==> src/fsirq_pkg.sv <==
// Constants, types and register offsets for the fast, software and
// spurious interrupt logic of the vectored interrupt controller.
// Assumes one core clock and a byte-addressed Avalon-MM register port.
//
// Behaviour
// - Edge sources, fast included, go pending on set, stop on clear.
// - Only source 0, from its pin or a software set, drives the fast request line.
// - The fast path skips the priority encoder; its priority is unused.
// - Source 0 mode picks rising, falling, high or low sensitivity.
// - Fast vector read returns what software stored in source 0 vector.
// - Source 1 is a software interrupt, set and cleared when edge mode.
// - Request gone before the vector read gives the spurious vector.
// - The spurious vector is a software-writable setting.
// - A level source dropping as the core samples gives spurious.
// - A source disabled as it asserts gives a spurious vector read.
// - Vector reads with nothing pending return spurious, IRQ and fast.
// - In spurious handling both request lines stay off until end write.
// - IRQ vector read returns best source, drops line, clears edge.
// - End-of-interrupt write restores the last stacked priority level.

package fsirq_pkg;

  // ----------------------------------------------------------------
  // Sizes
  // ----------------------------------------------------------------
  localparam int NSRC = 8;
  localparam int FAST_SRC = 0;
  localparam int SW_SRC = 1;
  localparam int STK_DEPTH = 8;

  // ----------------------------------------------------------------
  // Register offsets (byte addresses)
  // ----------------------------------------------------------------
  localparam logic [8:0] OFF_MODE = 9'h000;
  localparam logic [8:0] OFF_VEC = 9'h080;
  localparam logic [8:0] OFF_IVR = 9'h100;
  localparam logic [8:0] OFF_FVR = 9'h104;
  localparam logic [8:0] OFF_STAT = 9'h108;
  localparam logic [8:0] OFF_PEND = 9'h10c;
  localparam logic [8:0] OFF_MASK = 9'h110;
  localparam logic [8:0] OFF_CORE = 9'h114;
  localparam logic [8:0] OFF_EN = 9'h120;
  localparam logic [8:0] OFF_DIS = 9'h124;
  localparam logic [8:0] OFF_CLR = 9'h128;
  localparam logic [8:0] OFF_SET = 9'h12c;
  localparam logic [8:0] OFF_EOI = 9'h130;
  localparam logic [8:0] OFF_SPU = 9'h134;
  localparam logic [8:0] OFF_EVT = 9'h140;
  localparam logic [8:0] OFF_EVM = 9'h144;

  // ----------------------------------------------------------------
  // Field positions and reset values
  // ----------------------------------------------------------------
  localparam int MODE_PRIO_LSB = 0;
  localparam int MODE_TYPE_LSB = 5;
  localparam int EVT_SPUR = 0;
  localparam int EVT_IRQ_ACK = 1;
  localparam int EVT_FAST_ACK = 2;
  localparam logic [31:0] RST_WORD = 32'h0000_0000;
  localparam logic [7:0] RST_MASK = 8'h00;
  localparam logic [2:0] RST_EVT = 3'h0;

  // ----------------------------------------------------------------
  // Types
  // ----------------------------------------------------------------
  // Source mode: type bit 1 is high/rising, type bit 0 is edge.
  typedef struct packed {
    logic [1:0] srctype;
    logic [2:0] prio;
  } fsirq_mode_t;

  // Vector selection latched when a vector register is read.
  typedef struct packed {
    logic spur;
    logic [2:0] src;
  } fsirq_vsel_t;

  typedef enum logic [1:0] {
    ST_IDLE,
    ST_WAIT,
    ST_DONE
  } fsirq_state_t;

endpackage

==> src/fsirq_ctrl.sv <==
// Fast, software and spurious interrupt logic of the vectored controller.
// Assumes software drives the Avalon-MM port and the core samples the
// active-low request lines.
`timescale 1ns/1ps

module fsirq_ctrl
  import fsirq_pkg::*;
(
  // Clock and reset
  input wire logic core_clk,
  input wire logic rst_n,
  // Avalon-MM slave
  input wire logic [8:0] avs_address,
  input wire logic avs_read,
  input wire logic avs_write,
  input wire logic [3:0] avs_byteenable,
  input wire logic [31:0] avs_writedata,
  output logic [31:0] avs_readdata,
  output logic avs_waitrequest,
  // Interrupt source pins
  input wire logic fast_pin,
  input wire logic [5:0] src_pin,
  // Requests to the core
  output logic irq_req_n,
  output logic fast_req_n,
  // Event interrupt
  output logic evt_irq
);

  // ----------------------------------------------------------------
  // Declarations
  // ----------------------------------------------------------------
  fsirq_state_t state_r;
  fsirq_mode_t mode_r [0:NSRC-1];
  fsirq_vsel_t vsel_r;
  logic [8:0] rd_addr_r;
  logic [31:0] rdata_r;
  logic [31:0] spu_r;
  logic [7:0] mask_r;
  logic [7:0] pend;
  logic [7:0] pend_e_r;
  logic [7:0] ack_clr;
  logic [7:0] raw;
  logic [7:0] s1_r, s2_r, s3_r, filt_r, filt_d_r;
  logic [2:0] stk_r [0:STK_DEPTH-1];
  logic [3:0] depth_r;
  logic [2:0] cur_lvl;
  logic [2:0] cur_src_r;
  logic spur_hold_r;
  logic [2:0] evt_r, evm_r, evt_set;
  logic cand_valid;
  logic [2:0] cand_src, cand_prio;
  logic fast_act;
  logic rd_take, ivr_rd, fvr_rd, irq_ack, fast_ack, spur_enter;
  logic wr_ok, eoi_wr;
  logic [31:0] mem_q;
  logic [2:0] mem_rd_idx;

  // ----------------------------------------------------------------
  // Pin synchronisers
  // ----------------------------------------------------------------
  // Source 1 has no pin; its raw level is a constant low.
  assign raw = {src_pin, 1'b0, fast_pin};

  // Three stages; the filtered level moves only when stages two and
  // three agree, which rejects a single-cycle glitch on the pin.
  always_ff @(posedge core_clk or negedge rst_n)
  begin
    if (!rst_n)
    begin
      s1_r <= 8'h00;
      s2_r <= 8'h00;
      s3_r <= 8'h00;
      filt_r <= 8'h00;
      filt_d_r <= 8'h00;
    end
    else
    begin
      s1_r <= raw;
      s2_r <= s1_r;
      s3_r <= s2_r;
      filt_r <= (s2_r & s3_r) | (filt_r & (s2_r | s3_r));
      filt_d_r <= filt_r;
    end
  end

  // ----------------------------------------------------------------
  // Bus decode
  // ----------------------------------------------------------------
  // Partial-word writes are ignored; every register is a full word.
  assign wr_ok = avs_write && (avs_byteenable == 4'hf);
  assign eoi_wr = wr_ok && (avs_address[8:2] == OFF_EOI[8:2]);

  // A read is acted on once, in the cycle the idle machine takes it.
  assign rd_take = avs_read && (state_r == ST_IDLE);
  assign ivr_rd = rd_take && (avs_address[8:2] == OFF_IVR[8:2]);
  assign fvr_rd = rd_take && (avs_address[8:2] == OFF_FVR[8:2]);

  // Vector reads are decided from the live candidate, so a request that
  // vanished or was disabled before the read ends up spurious.
  assign irq_ack = ivr_rd && cand_valid;
  assign fast_ack = fvr_rd && fast_act;
  assign spur_enter = (ivr_rd && !cand_valid) ||
                      (fvr_rd && !fast_act);

  // ----------------------------------------------------------------
  // Per-source pending state
  // ----------------------------------------------------------------
  genvar gi;
  generate
    for (gi = 0; gi < NSRC; gi = gi + 1)
    begin : g_src
      logic is_edge, hi_act, edge_hit, set_hit, clr_hit;
      // Source 1 is internal: its active sense is always high.
      assign is_edge = mode_r[gi].srctype[0];
      assign hi_act = (gi == SW_SRC) ? 1'b1 : mode_r[gi].srctype[1];
      // Rising or falling edge, or high or low level, per mode.
      assign edge_hit = hi_act ? (filt_r[gi] && !filt_d_r[gi]) :
                                 (!filt_r[gi] && filt_d_r[gi]);
      // Commands reach only edge-mode sources.
      assign set_hit = wr_ok && is_edge && avs_writedata[gi] &&
                       (avs_address[8:2] == OFF_SET[8:2]);
      assign clr_hit = (wr_ok && is_edge && avs_writedata[gi] &&
                        (avs_address[8:2] == OFF_CLR[8:2])) ||
                       ack_clr[gi];

      // A new edge or set in the same cycle as a clear wins.
      always_ff @(posedge core_clk or negedge rst_n)
      begin
        if (!rst_n)
        begin
          pend_e_r[gi] <= 1'b0;
        end
        else if (!is_edge)
        begin
          pend_e_r[gi] <= 1'b0;
        end
        else if (edge_hit || set_hit)
        begin
          pend_e_r[gi] <= 1'b1;
        end
        else if (clr_hit)
        begin
          pend_e_r[gi] <= 1'b0;
        end
      end

      // Level sources follow the synchronised pin directly.
      assign pend[gi] = is_edge ? pend_e_r[gi] :
                        (filt_r[gi] == hi_act);
      assign ack_clr[gi] = (irq_ack && (cand_src == gi)) ||
                           (fast_ack && (gi == FAST_SRC));
    end
  endgenerate

  // ----------------------------------------------------------------
  // Priority encoder for the normal request
  // ----------------------------------------------------------------
  assign cur_lvl = (depth_r == 4'd0) ? 3'd0 : stk_r[depth_r[2:0] - 3'd1];

  // Source 0 is left out: the fast path never competes for priority.
  // Strict comparison keeps the lowest source number on a tie.
  always_comb
  begin
    cand_valid = 1'b0;
    cand_src = 3'd0;
    cand_prio = 3'd0;
    for (int i = 1; i < NSRC; i++)
    begin
      if (pend[i] && mask_r[i] &&
          ((depth_r == 4'd0) || (mode_r[i].prio > cur_lvl)) &&
          (!cand_valid || (mode_r[i].prio > cand_prio)))
      begin
        cand_valid = 1'b1;
        cand_src = i[2:0];
        cand_prio = mode_r[i].prio;
      end
    end
  end

  // ----------------------------------------------------------------
  // Request lines
  // ----------------------------------------------------------------
  assign fast_act = pend[FAST_SRC] && mask_r[FAST_SRC];

  always_comb
  begin
    irq_req_n = !(cand_valid && !spur_hold_r);
    fast_req_n = !(fast_act && !spur_hold_r);
  end

  // ----------------------------------------------------------------
  // Priority stack and current source
  // ----------------------------------------------------------------
  // An acknowledged IRQ pushes its level; end-of-interrupt pops it.
  // A full stack stops pushing, so deeper nesting is not tracked.
  always_ff @(posedge core_clk or negedge rst_n)
  begin
    if (!rst_n)
    begin
      depth_r <= 4'd0;
      cur_src_r <= 3'd0;
      for (int i = 0; i < STK_DEPTH; i++)
      begin
        stk_r[i] <= 3'd0;
      end
    end
    else if (irq_ack)
    begin
      cur_src_r <= cand_src;
      if (depth_r != 4'(STK_DEPTH))
      begin
        stk_r[depth_r[2:0]] <= cand_prio;
        depth_r <= depth_r + 4'd1;
      end
    end
    else if (eoi_wr && !spur_hold_r && (depth_r != 4'd0))
    begin
      depth_r <= depth_r - 4'd1;
    end
  end

  // ----------------------------------------------------------------
  // Spurious hold
  // ----------------------------------------------------------------
  // The end write that releases the hold does not pop the stack, since
  // a spurious read never pushed. Entry wins over a same-cycle release.
  always_ff @(posedge core_clk or negedge rst_n)
  begin
    if (!rst_n)
    begin
      spur_hold_r <= 1'b0;
    end
    else if (spur_enter)
    begin
      spur_hold_r <= 1'b1;
    end
    else if (eoi_wr)
    begin
      spur_hold_r <= 1'b0;
    end
  end

  // ----------------------------------------------------------------
  // Software registers
  // ----------------------------------------------------------------
  always_ff @(posedge core_clk or negedge rst_n)
  begin
    if (!rst_n)
    begin
      spu_r <= RST_WORD;
      mask_r <= RST_MASK;
      evm_r <= RST_EVT;
      for (int i = 0; i < NSRC; i++)
      begin
        mode_r[i] <= '0;
      end
    end
    else if (wr_ok)
    begin
      if (avs_address[8:5] == OFF_MODE[8:5])
      begin
        mode_r[avs_address[4:2]].srctype <=
          avs_writedata[MODE_TYPE_LSB +: 2];
        mode_r[avs_address[4:2]].prio <= avs_writedata[MODE_PRIO_LSB +: 3];
      end
      case (avs_address[8:2])
        OFF_SPU[8:2]: spu_r <= avs_writedata;
        OFF_EN[8:2]: mask_r <= mask_r | avs_writedata[7:0];
        OFF_DIS[8:2]: mask_r <= mask_r & ~avs_writedata[7:0];
        OFF_EVM[8:2]: evm_r <= avs_writedata[2:0];
        default: mask_r <= mask_r;
      endcase
    end
  end

  // ----------------------------------------------------------------
  // Event status
  // ----------------------------------------------------------------
  assign evt_set = {fast_ack, irq_ack, spur_enter};

  // Write one to clear; an event in the clearing cycle stays set.
  always_ff @(posedge core_clk or negedge rst_n)
  begin
    if (!rst_n)
    begin
      evt_r <= RST_EVT;
    end
    else if (wr_ok && (avs_address[8:2] == OFF_EVT[8:2]))
    begin
      evt_r <= (evt_r & ~avs_writedata[2:0]) | evt_set;
    end
    else
    begin
      evt_r <= evt_r | evt_set;
    end
  end

  assign evt_irq = |(evt_r & evm_r);

  // ----------------------------------------------------------------
  // Vector memory
  // ----------------------------------------------------------------
  always_comb
  begin
    if (ivr_rd)
    begin
      mem_rd_idx = cand_src;
    end
    else if (fvr_rd)
    begin
      mem_rd_idx = 3'(FAST_SRC);
    end
    else
    begin
      mem_rd_idx = avs_address[4:2];
    end
  end

  fsirq_vec_mem u_vec_mem (
    .core_clk(core_clk),
    .wr_en(wr_ok && (avs_address[8:5] == OFF_VEC[8:5])),
    .wr_idx(avs_address[4:2]),
    .wr_data(avs_writedata),
    .rd_idx(mem_rd_idx),
    .rd_data(mem_q)
  );

  // ----------------------------------------------------------------
  // Read machine
  // ----------------------------------------------------------------
  // Reads take three edges: decide, fetch from memory, answer. Writes
  // finish at the first edge with no wait.
  always_ff @(posedge core_clk or negedge rst_n)
  begin
    if (!rst_n)
    begin
      state_r <= ST_IDLE;
      vsel_r <= '0;
      rd_addr_r <= 9'h000;
    end
    else
    begin
      case (state_r)
        ST_IDLE:
        begin
          if (avs_read)
          begin
            state_r <= ST_WAIT;
            rd_addr_r <= avs_address;
            vsel_r.spur <= spur_enter;
            vsel_r.src <= mem_rd_idx;
          end
        end
        ST_WAIT: state_r <= ST_DONE;
        ST_DONE: state_r <= ST_IDLE;
        default: state_r <= ST_IDLE;
      endcase
    end
  end

  // Read data; unmapped and write-only offsets read as zero.
  always_ff @(posedge core_clk or negedge rst_n)
  begin
    if (!rst_n)
    begin
      rdata_r <= RST_WORD;
    end
    else if (state_r == ST_WAIT)
    begin
      if (rd_addr_r[8:5] == OFF_MODE[8:5])
      begin
        rdata_r <= {25'h0, mode_r[rd_addr_r[4:2]].srctype, 2'h0,
                    mode_r[rd_addr_r[4:2]].prio};
      end
      else if (rd_addr_r[8:5] == OFF_VEC[8:5])
      begin
        rdata_r <= mem_q;
      end
      else
      begin
        case (rd_addr_r[8:2])
          OFF_IVR[8:2], OFF_FVR[8:2]:
            rdata_r <= vsel_r.spur ? spu_r : mem_q;
          OFF_STAT[8:2]: rdata_r <= {29'h0, cur_src_r};
          OFF_PEND[8:2]: rdata_r <= {24'h0, pend};
          OFF_MASK[8:2]: rdata_r <= {24'h0, mask_r};
          OFF_CORE[8:2]: rdata_r <= {30'h0, !fast_req_n, !irq_req_n};
          OFF_SPU[8:2]: rdata_r <= spu_r;
          OFF_EVT[8:2]: rdata_r <= {29'h0, evt_r};
          OFF_EVM[8:2]: rdata_r <= {29'h0, evm_r};
          default: rdata_r <= RST_WORD;
        endcase
      end
    end
  end

  assign avs_readdata = rdata_r;
  assign avs_waitrequest = avs_read ? (state_r != ST_DONE) : 1'b0;

endmodule

==> src/fsirq_vec_mem.sv <==
// Source vector store: one 32-bit handler address per source.
// Assumes the caller presents the read address one cycle before it wants data.
`timescale 1ns/1ps

module fsirq_vec_mem
  import fsirq_pkg::*;
(
  // Clock
  input wire logic core_clk,
  // Write side
  input wire logic wr_en,
  input wire logic [2:0] wr_idx,
  input wire logic [31:0] wr_data,
  // Read side
  input wire logic [2:0] rd_idx,
  output logic [31:0] rd_data
);

  logic [31:0] mem [0:NSRC-1];

  // Synchronous write and registered read; no reset so it maps to RAM.
  always_ff @(posedge core_clk)
  begin
    if (wr_en)
    begin
      mem[wr_idx] <= wr_data;
    end
    rd_data <= mem[rd_idx];
  end

endmodule

==> config.mk <==
export PLATFORM = sky130hd
export DESIGN_NAME = fsirq_ctrl
export DESIGN_NICKNAME = d
export VERILOG_FILES = /design/src/fsirq_pkg.sv /design/src/fsirq_ctrl.sv /design/src/fsirq_vec_mem.sv
export SDC_FILE = /design/constraint.sdc
export NUM_CORES = 1
export LEC_CHECK = 0
export ABC_AREA = 0
export BUFFER_PORTS_ARGS = -buffer_cell sky130_fd_sc_hd__buf_4
export CELL_PAD_IN_SITES_DETAIL_PLACEMENT = 0
export CELL_PAD_IN_SITES_GLOBAL_PLACEMENT = 1
export CORE_ASPECT_RATIO = 0.9
export CORE_MARGIN = 10
export CORE_UTILIZATION = 44
export CTS_BUF_LIST = sky130_fd_sc_hd__clkbuf_4 sky130_fd_sc_hd__clkbuf_8
export DETAILED_ROUTE_END_ITERATION = 7
export GPL_TIMING_DRIVEN = 1
export PLACE_DENSITY = 0.73
export SYNTH_ARGS = -nofsm -noshare
export SYNTH_HDL_FRONTEND = slang
export SYNTH_SLANG_ARGS = --single-unit
==> constraint.sdc <==
create_clock -name core_clk -period 19.7 [get_ports core_clk]
set_input_delay 3.94 -clock core_clk [delete_from_list [all_inputs] [get_ports core_clk]]
set_output_delay 3.94 -clock core_clk [all_outputs]
set_load 0.005 [all_outputs]
# --- Word-level counts from Yosys, hierarchy flattened ---
# Memories as Yosys holds them, arrays and structs flattened. A register that Yosys moved wholly into a read port is not among the register bits.
# Cells that the tools add are included.
word_totals:
  reg_bits: 207
  mem_bits_rw: 256
  in_bits: 56
  out_inout_bits: 36
  word_cells: 398
  memories: 1
mem_list:
  columns: ["name", "words", "word_bits", "rd", "rd_clocked_by_memory_dff", "wr", "line", "rtl"]
  rows:
  - ["u_vec_mem.mem", 8, 32, 1, 1, 1, "fsirq_vec_mem.sv:19", "logic [31:0] mem [0:NSRC-1];"]
classes:
  n_addsub: 3
  magnitude_cmp: 19
  n_eq_ne: 49
  n_mux: 94
  bitwise: 16
  n_reduce_logical: 168
ops:
  columns: ["operator", "n"]
  rows:
  - ["$pmux 32 s8", 1]
  - ["$eq 7x7->1 const B", 19]
  - ["$mux 32", 3]
  - ["$logic_and 1x1->1", 93]
  - ["$bwmux 40", 2]
  - ["$mux 3", 21]
  - ["$mux 1", 52]
  - ["$gt 3x3->1", 13]
  - ["$logic_or 1x1->1", 31]
  - ["$demux 5 s3", 2]
  - ["$logic_not 1->1", 26]
  - ["$and 8x8->8", 3]
  - ["$bwmux 24", 1]
  - ["$ne 3x1->1 const B", 8]
  - ["$or 8x8->8", 3]
  - ["$ge 4x4->1 const B", 4]
  - ["$not 3->4", 4]
  - ["$pmux 8 s2", 1]
  - ["$bmux 5 s3", 1]
  - ["$mux 5", 3]
  - ["$reduce_and 2->1", 7]
  - ["$eq 3x3->1 const B", 4]
  - ["$logic_not 4->1", 3]
  - ["$mux 4", 3]
  - ["27 further kinds", 41]

# --- Longest topological paths before layout ---
logic_depth:
  ltp_word: 41
  mapped_depth: 69

# --- Cells and area by module ---
# From an unflattened synthesis, not the netlist that was laid out.
unflattened:
  hier_cells: 1400
  hier_area_um2: 21119.0
by_module_without_submodules:
  columns: ["mod", "n_inst", "cells_per_inst", "area_per_inst_um2", "seq_area_each_um2"]
  rows:
  - ["fsirq_ctrl", 1, 985, 10652.7, 5079.9]
  - ["fsirq_vec_mem", 1, 415, 10466.3, 8328.0]

# --- Worst setup path before layout ---
# OpenSTA, ideal clock, no wires.
synth_path:
  kind: "register to register"
  startpoint: "reg depth_r[0]"
  endpoint: "reg u_vec_mem.rd_data[13], read port of u_vec_mem.mem"
  setup_time_ns: 0.128
  arrival_time_ns: 11.156
  t_required_ns: 19.572
  slack_ns: 8.416
  path_stages_with_launch: 67
  n_path_buf: 7
  synth_period_minus_slack_ns: 11.284
  path_cell_list: "dfrtp_1 > buf_6 > clkbuf_1 > inv_1 > ha_1 > mux4_2 > mux2_2 > nand2_1 > ha_1 > a21o_1 > a21oi_1 > mux2i_2 > and2_1 > nand2_1 > ha_1 > nor2b_1 > o21ai_0 > a32oi_1 > [31 not listed] > a31oi_1 > o21a_2 > buf_2 > inv_1 > o221ai_1 > a21boi_0 > ha_1 > a21o_1 > a21oi_1 > a31oi_1 > nand3_1 > o41ai_4 > o21bai_4 > a22o_4 > buf_12 > buf_4 > a221oi_1 > nor4_1"
synth_between:
  elab_chain_cells: 35
synth_lines:
  columns: ["item", "line", "rtl"]
  rows:
  - ["start, declared", "fsirq_ctrl.sv:46", "logic [3:0] depth_r;"]
  - ["start signal, assigned", "fsirq_ctrl.sv:214", "depth_r <= depth_r + 4'd1;"]
  - ["start signal, assigned", "fsirq_ctrl.sv:219", "depth_r <= depth_r - 4'd1;"]
  - ["$sub 3x1->3", "fsirq_ctrl.sv:159", "assign cur_lvl = (depth_r == 4'd0) ? 3'd0 : stk_r[depth_r[2:0] - 3'd1];"]
  - ["$not 3->4 (not written as such)", "fsirq_ctrl.sv:159", null]
  - ["$bmux 3 s3", "fsirq_ctrl.sv:159", null]
  - ["$mux 3 (not written as such) (2 in series)", "fsirq_ctrl.sv:159", null]
  - ["$mux 3", "fsirq_ctrl.sv:159", null]
  - ["$gt 3x3->1", "fsirq_ctrl.sv:171", "((depth_r == 4'd0) || (mode_r[i].prio > cur_lvl)) &&"]
  - ["$logic_or 1x1->1", "fsirq_ctrl.sv:171", null]
  - ["$logic_and 1x1->1", "fsirq_ctrl.sv:170", "if (pend[i] && mask_r[i] &&"]
  - ["[18 not listed]", null, null]
  - ["$logic_or 1x1->1", "fsirq_ctrl.sv:172", "(!cand_valid || (mode_r[i].prio > cand_prio)))"]
  - ["$logic_and 1x1->1", "fsirq_ctrl.sv:171", null]
  - ["$mux 3 / $mux 1 (equally long branches)", "fsirq_ctrl.sv:170", null]
  - ["$gt 3x3->1 / $logic_not 1->1 (equally long branches)", "fsirq_ctrl.sv:172", null]
  - ["$logic_or 1x1->1", "fsirq_ctrl.sv:172", null]
  - ["$logic_and 1x1->1", "fsirq_ctrl.sv:171", null]
  - ["$mux 3 (*)", "fsirq_ctrl.sv:170", null]
  - ["$mux 3 (*)", "fsirq_ctrl.sv:306", "if (ivr_rd)"]
  - ["end, declared", "fsirq_vec_mem.sv:16", "output logic [31:0] rd_data"]
# Every way passes the cells marked *; elsewhere a longest branch is shown, timed or not. The select of a mux whose other input is x is not followed.
# A chain may end at the register's enable or synchronous reset.

# --- Final worst setup path ---
layout_path:
  startpoint: "reg depth_r[0]"
  endpoint: "reg u_vec_mem.rd_data[16], read port of u_vec_mem.mem"
# Same word-level chain as after synthesis.

==> qor.csv <==
metric,value,unit
Die Height,230,um
"EDFF count, synth",256,
Fmax achieved,68.4,MHz
CORE AREA,0.0481,sq mm
vias in the first global route,14200,
CTS Sinks,491,
CP arrival,15.15,ns
DRC violations left,0,
Detailed Route Iter0 Violations,1284,
setup violators final,0,
Synth async-reset ratio,41.3,%
mean post-synth cell area,13.2,sq um
design area,0.0245,sq mm
Syn Nets,1720,
global-route wire length before repair,84.6,mm
total CTS buffers,81,
internal reg-to-reg setup slack,5.07,ns
Clock Tree Buf Depth,3,
# rows,76,
CP max-delay cell,buf_4,
"most used cell, CP",ha_1,
Tot Pwr,2.27,mW
DP HPWL,32.6,mm
"Warnings, synthesis",0,
root buf cell,clkbuf_8,
critical path class,register to register,
fin crit period,14.63,ns
fin crit share,74.2,%
total wire length,55.3,mm
Initial Util,44.7,%
maximum fanout along the worst path,92,
Die ar.,0.0582,sq mm
hold buffer count at cts,0,
final worst slack,5.07,ns
post-route ant nets,0,
Critical Path End Type,register,
Final Util,50.9,%
Placed Area,0.0227,sq mm
Detailed Routing Iterations Pass 1,5,
DIE WIDTH,253,um
slew margin rel.,18.0,%
initial antenna violation count,1,
share of the yosys chip area belonging to registers,62.3,%
VDD IR-drop max,0.0557,mV
final hold viol count,0,
CP peak stage delay,0.84,ns
class of the worst hold path,register to register,
input/output buffers,89,
Mapped Cells,1627,
Avg WL per Cell,22.9,um
hold_ws,0.347,ns
P&R area growth vs syn,13.9,%
worst slew pin tran,1.22,ns
RSZ-0062 raised after global routing,false,
Nets,1814,
status,completed,
vias,14200,
max_cap viols,0,
I/O pin total,92,
Slew Limit Fails,0,
post-CTS sizing,0,
layout cells sized above 1,22.8,%
PD cells,92.7,mW/mm^2
CTS tree,done,
routability cong.,0.855,
clock edge transition at the registers on the reported setup and hold paths,0.06,ns
Seq cells post-synth,491,
Post-Layout Cell Count,2415,
worst path required time,20.23,ns
Static Leak,9.52,nW
DR vias/cell,5.86,
skew final,0.0385,ns
pre-CTS WS,5.34,ns
placed cell count,2262,
"Setup Fix Bufs, Post-CTS",0,
post-route setup TNS,0,ns
Cell variety after synth,78,
Startpoint Class,register,
Synth Cell Area,0.0215,sq mm
worst skew pair latency,0.66,ns
"Top FF cell, synth",edfxtp_1,
largest net degree at the start of global routing,129,
Global Route Usage Sum,18.7,%
Clock H-tree levels,3,
global route total overflow,0,
## layer usage
| layer | part of all wire, % | routed length, um | global-route usage [%] |
|---|---|---|---|
| met1 | 45 | 24900 | 26.2 |
| met2 | 46 | 25700 | 29.0 |
| met3 | 6.7 | 3700 | 4.12 |
| met4 | 1.9 | 1020 | 5.19 |
| met5 | 0 | 0 | 0 |
## path summary, 6_finish.rpt
kind	from	end	cells after the start
worst max-delay path	depth_r[0]	u_vec_mem.rd_data[16]	60
worst min-delay path	s1_r[4]	s2_r[4]	0
worst max register to register	depth_r[0]	u_vec_mem.rd_data[16]	60
worst min register to register	s1_r[4]	s2_r[4]	0
max in group asynchronous	rst_n	filt_d_r[2]	3
min in group asynchronous	rst_n	avs_readdata[20]	1
## sequential cells by signal, indices dropped and copies added (netlist names), 8 cells and up, named ones only
register and count:
u_vec_mem.rd_data 32, mode_r 25, pend_e_r 8, avs_readdata 32, g_src.is_edge 8, stk_r 24, u_vec_mem.mem 256, spu_r 32
## critical path, delay by kind of cell (launching register included)
kind                     cells  cell delay (ns)
adder cells (fa/ha/maj)      8             2.72
AO/OA/AOI/OAI               32             6.26
buffers and inverters        4             1.28
flip-flops                   1             0.82
multiplexers                 3             0.97
AND/OR/NAND/NOR             13             2.34
## cell usage after synthesis, types with 16 or more instances
library cell  instances  area [sq um]
a21oi_1              40           200
ha_1                 36           450
nand3_1              23           115
buf_2                30           150
inv_1                33           124
mux2_2               94          1060
dfxtp_1              32           641
nor4_1               39           244
nand2_1             121           454
o21ai_0              65           325
and2_1              134           838
edfxtp_1            256          7690
clkbuf_1             51           191
mux4_2               16           360
a221oi_1            135          1180
nor2_1               50           188
a22oi_1              28           210
dfrtp_1             203          5080
## cell usage in the layout (no fill, tap or decap), types with 8 or more instances in the layout
master / instances
nor2b_1: 9
a21oi_1: 40
inv_1: 33
o211ai_1: 9
nand2_1: 119
a221oi_1: 135
a22oi_1: 28
nor3_1: 12
a31oi_1: 13
a21o_1: 13
mux4_2: 16
a21boi_0: 9
buf_4: 114
o31ai_1: 12
nand3_1: 23
nor4_1: 38
or3_1: 10
mux2_2: 94
dfrtp_1: 203
edfxtp_1: 256
nor2_1: 43
ha_1: 36
clkinv_2: 10
clkbuf_4: 21
nand2b_1: 8
clkbuf_8: 99
o21ai_0: 64
clkinv_1: 11
mux2i_1: 12
and2_1: 134
dfxtp_1: 32
## cell families (layout without fill, tap and decap cells)
group | after synthesis | count (layout) | share of synthesized area, %
compound gates | 377 | 377 | 13.2
buf+inv | 137 | 299 | 3.13
simple gates | 441 | 441 | 10.9
flops | 491 | 491 | 62.3
fa+ha+maj | 44 | 44 | 2.51
mux | 125 | 125 | 7.39
other cells | 0 | 2 | 0
xor+xnor | 12 | 12 | 0.576
## where the power goes
part | switching (mW) | internal, mW
logic | 0.102 | 0.0688
clock network | 0.412 | 0.551
registers | 0.0277 | 1.11
## layout make-up
class / instances / area [sq um]
Antenna cell: 2 / 5.00
Clock buffer: 120 / 1520
Clock inverter: 31 / 264
Fill cell: 4086 / 23600
Inverter: 33 / 124
Multi-Input combinational cell: 999 / 7540
Sequential cell: 491 / 13400
Tap cell: 624 / 781
Timing Repair Buffer: 115 / 871
Power figures use the tool's default switching activity.
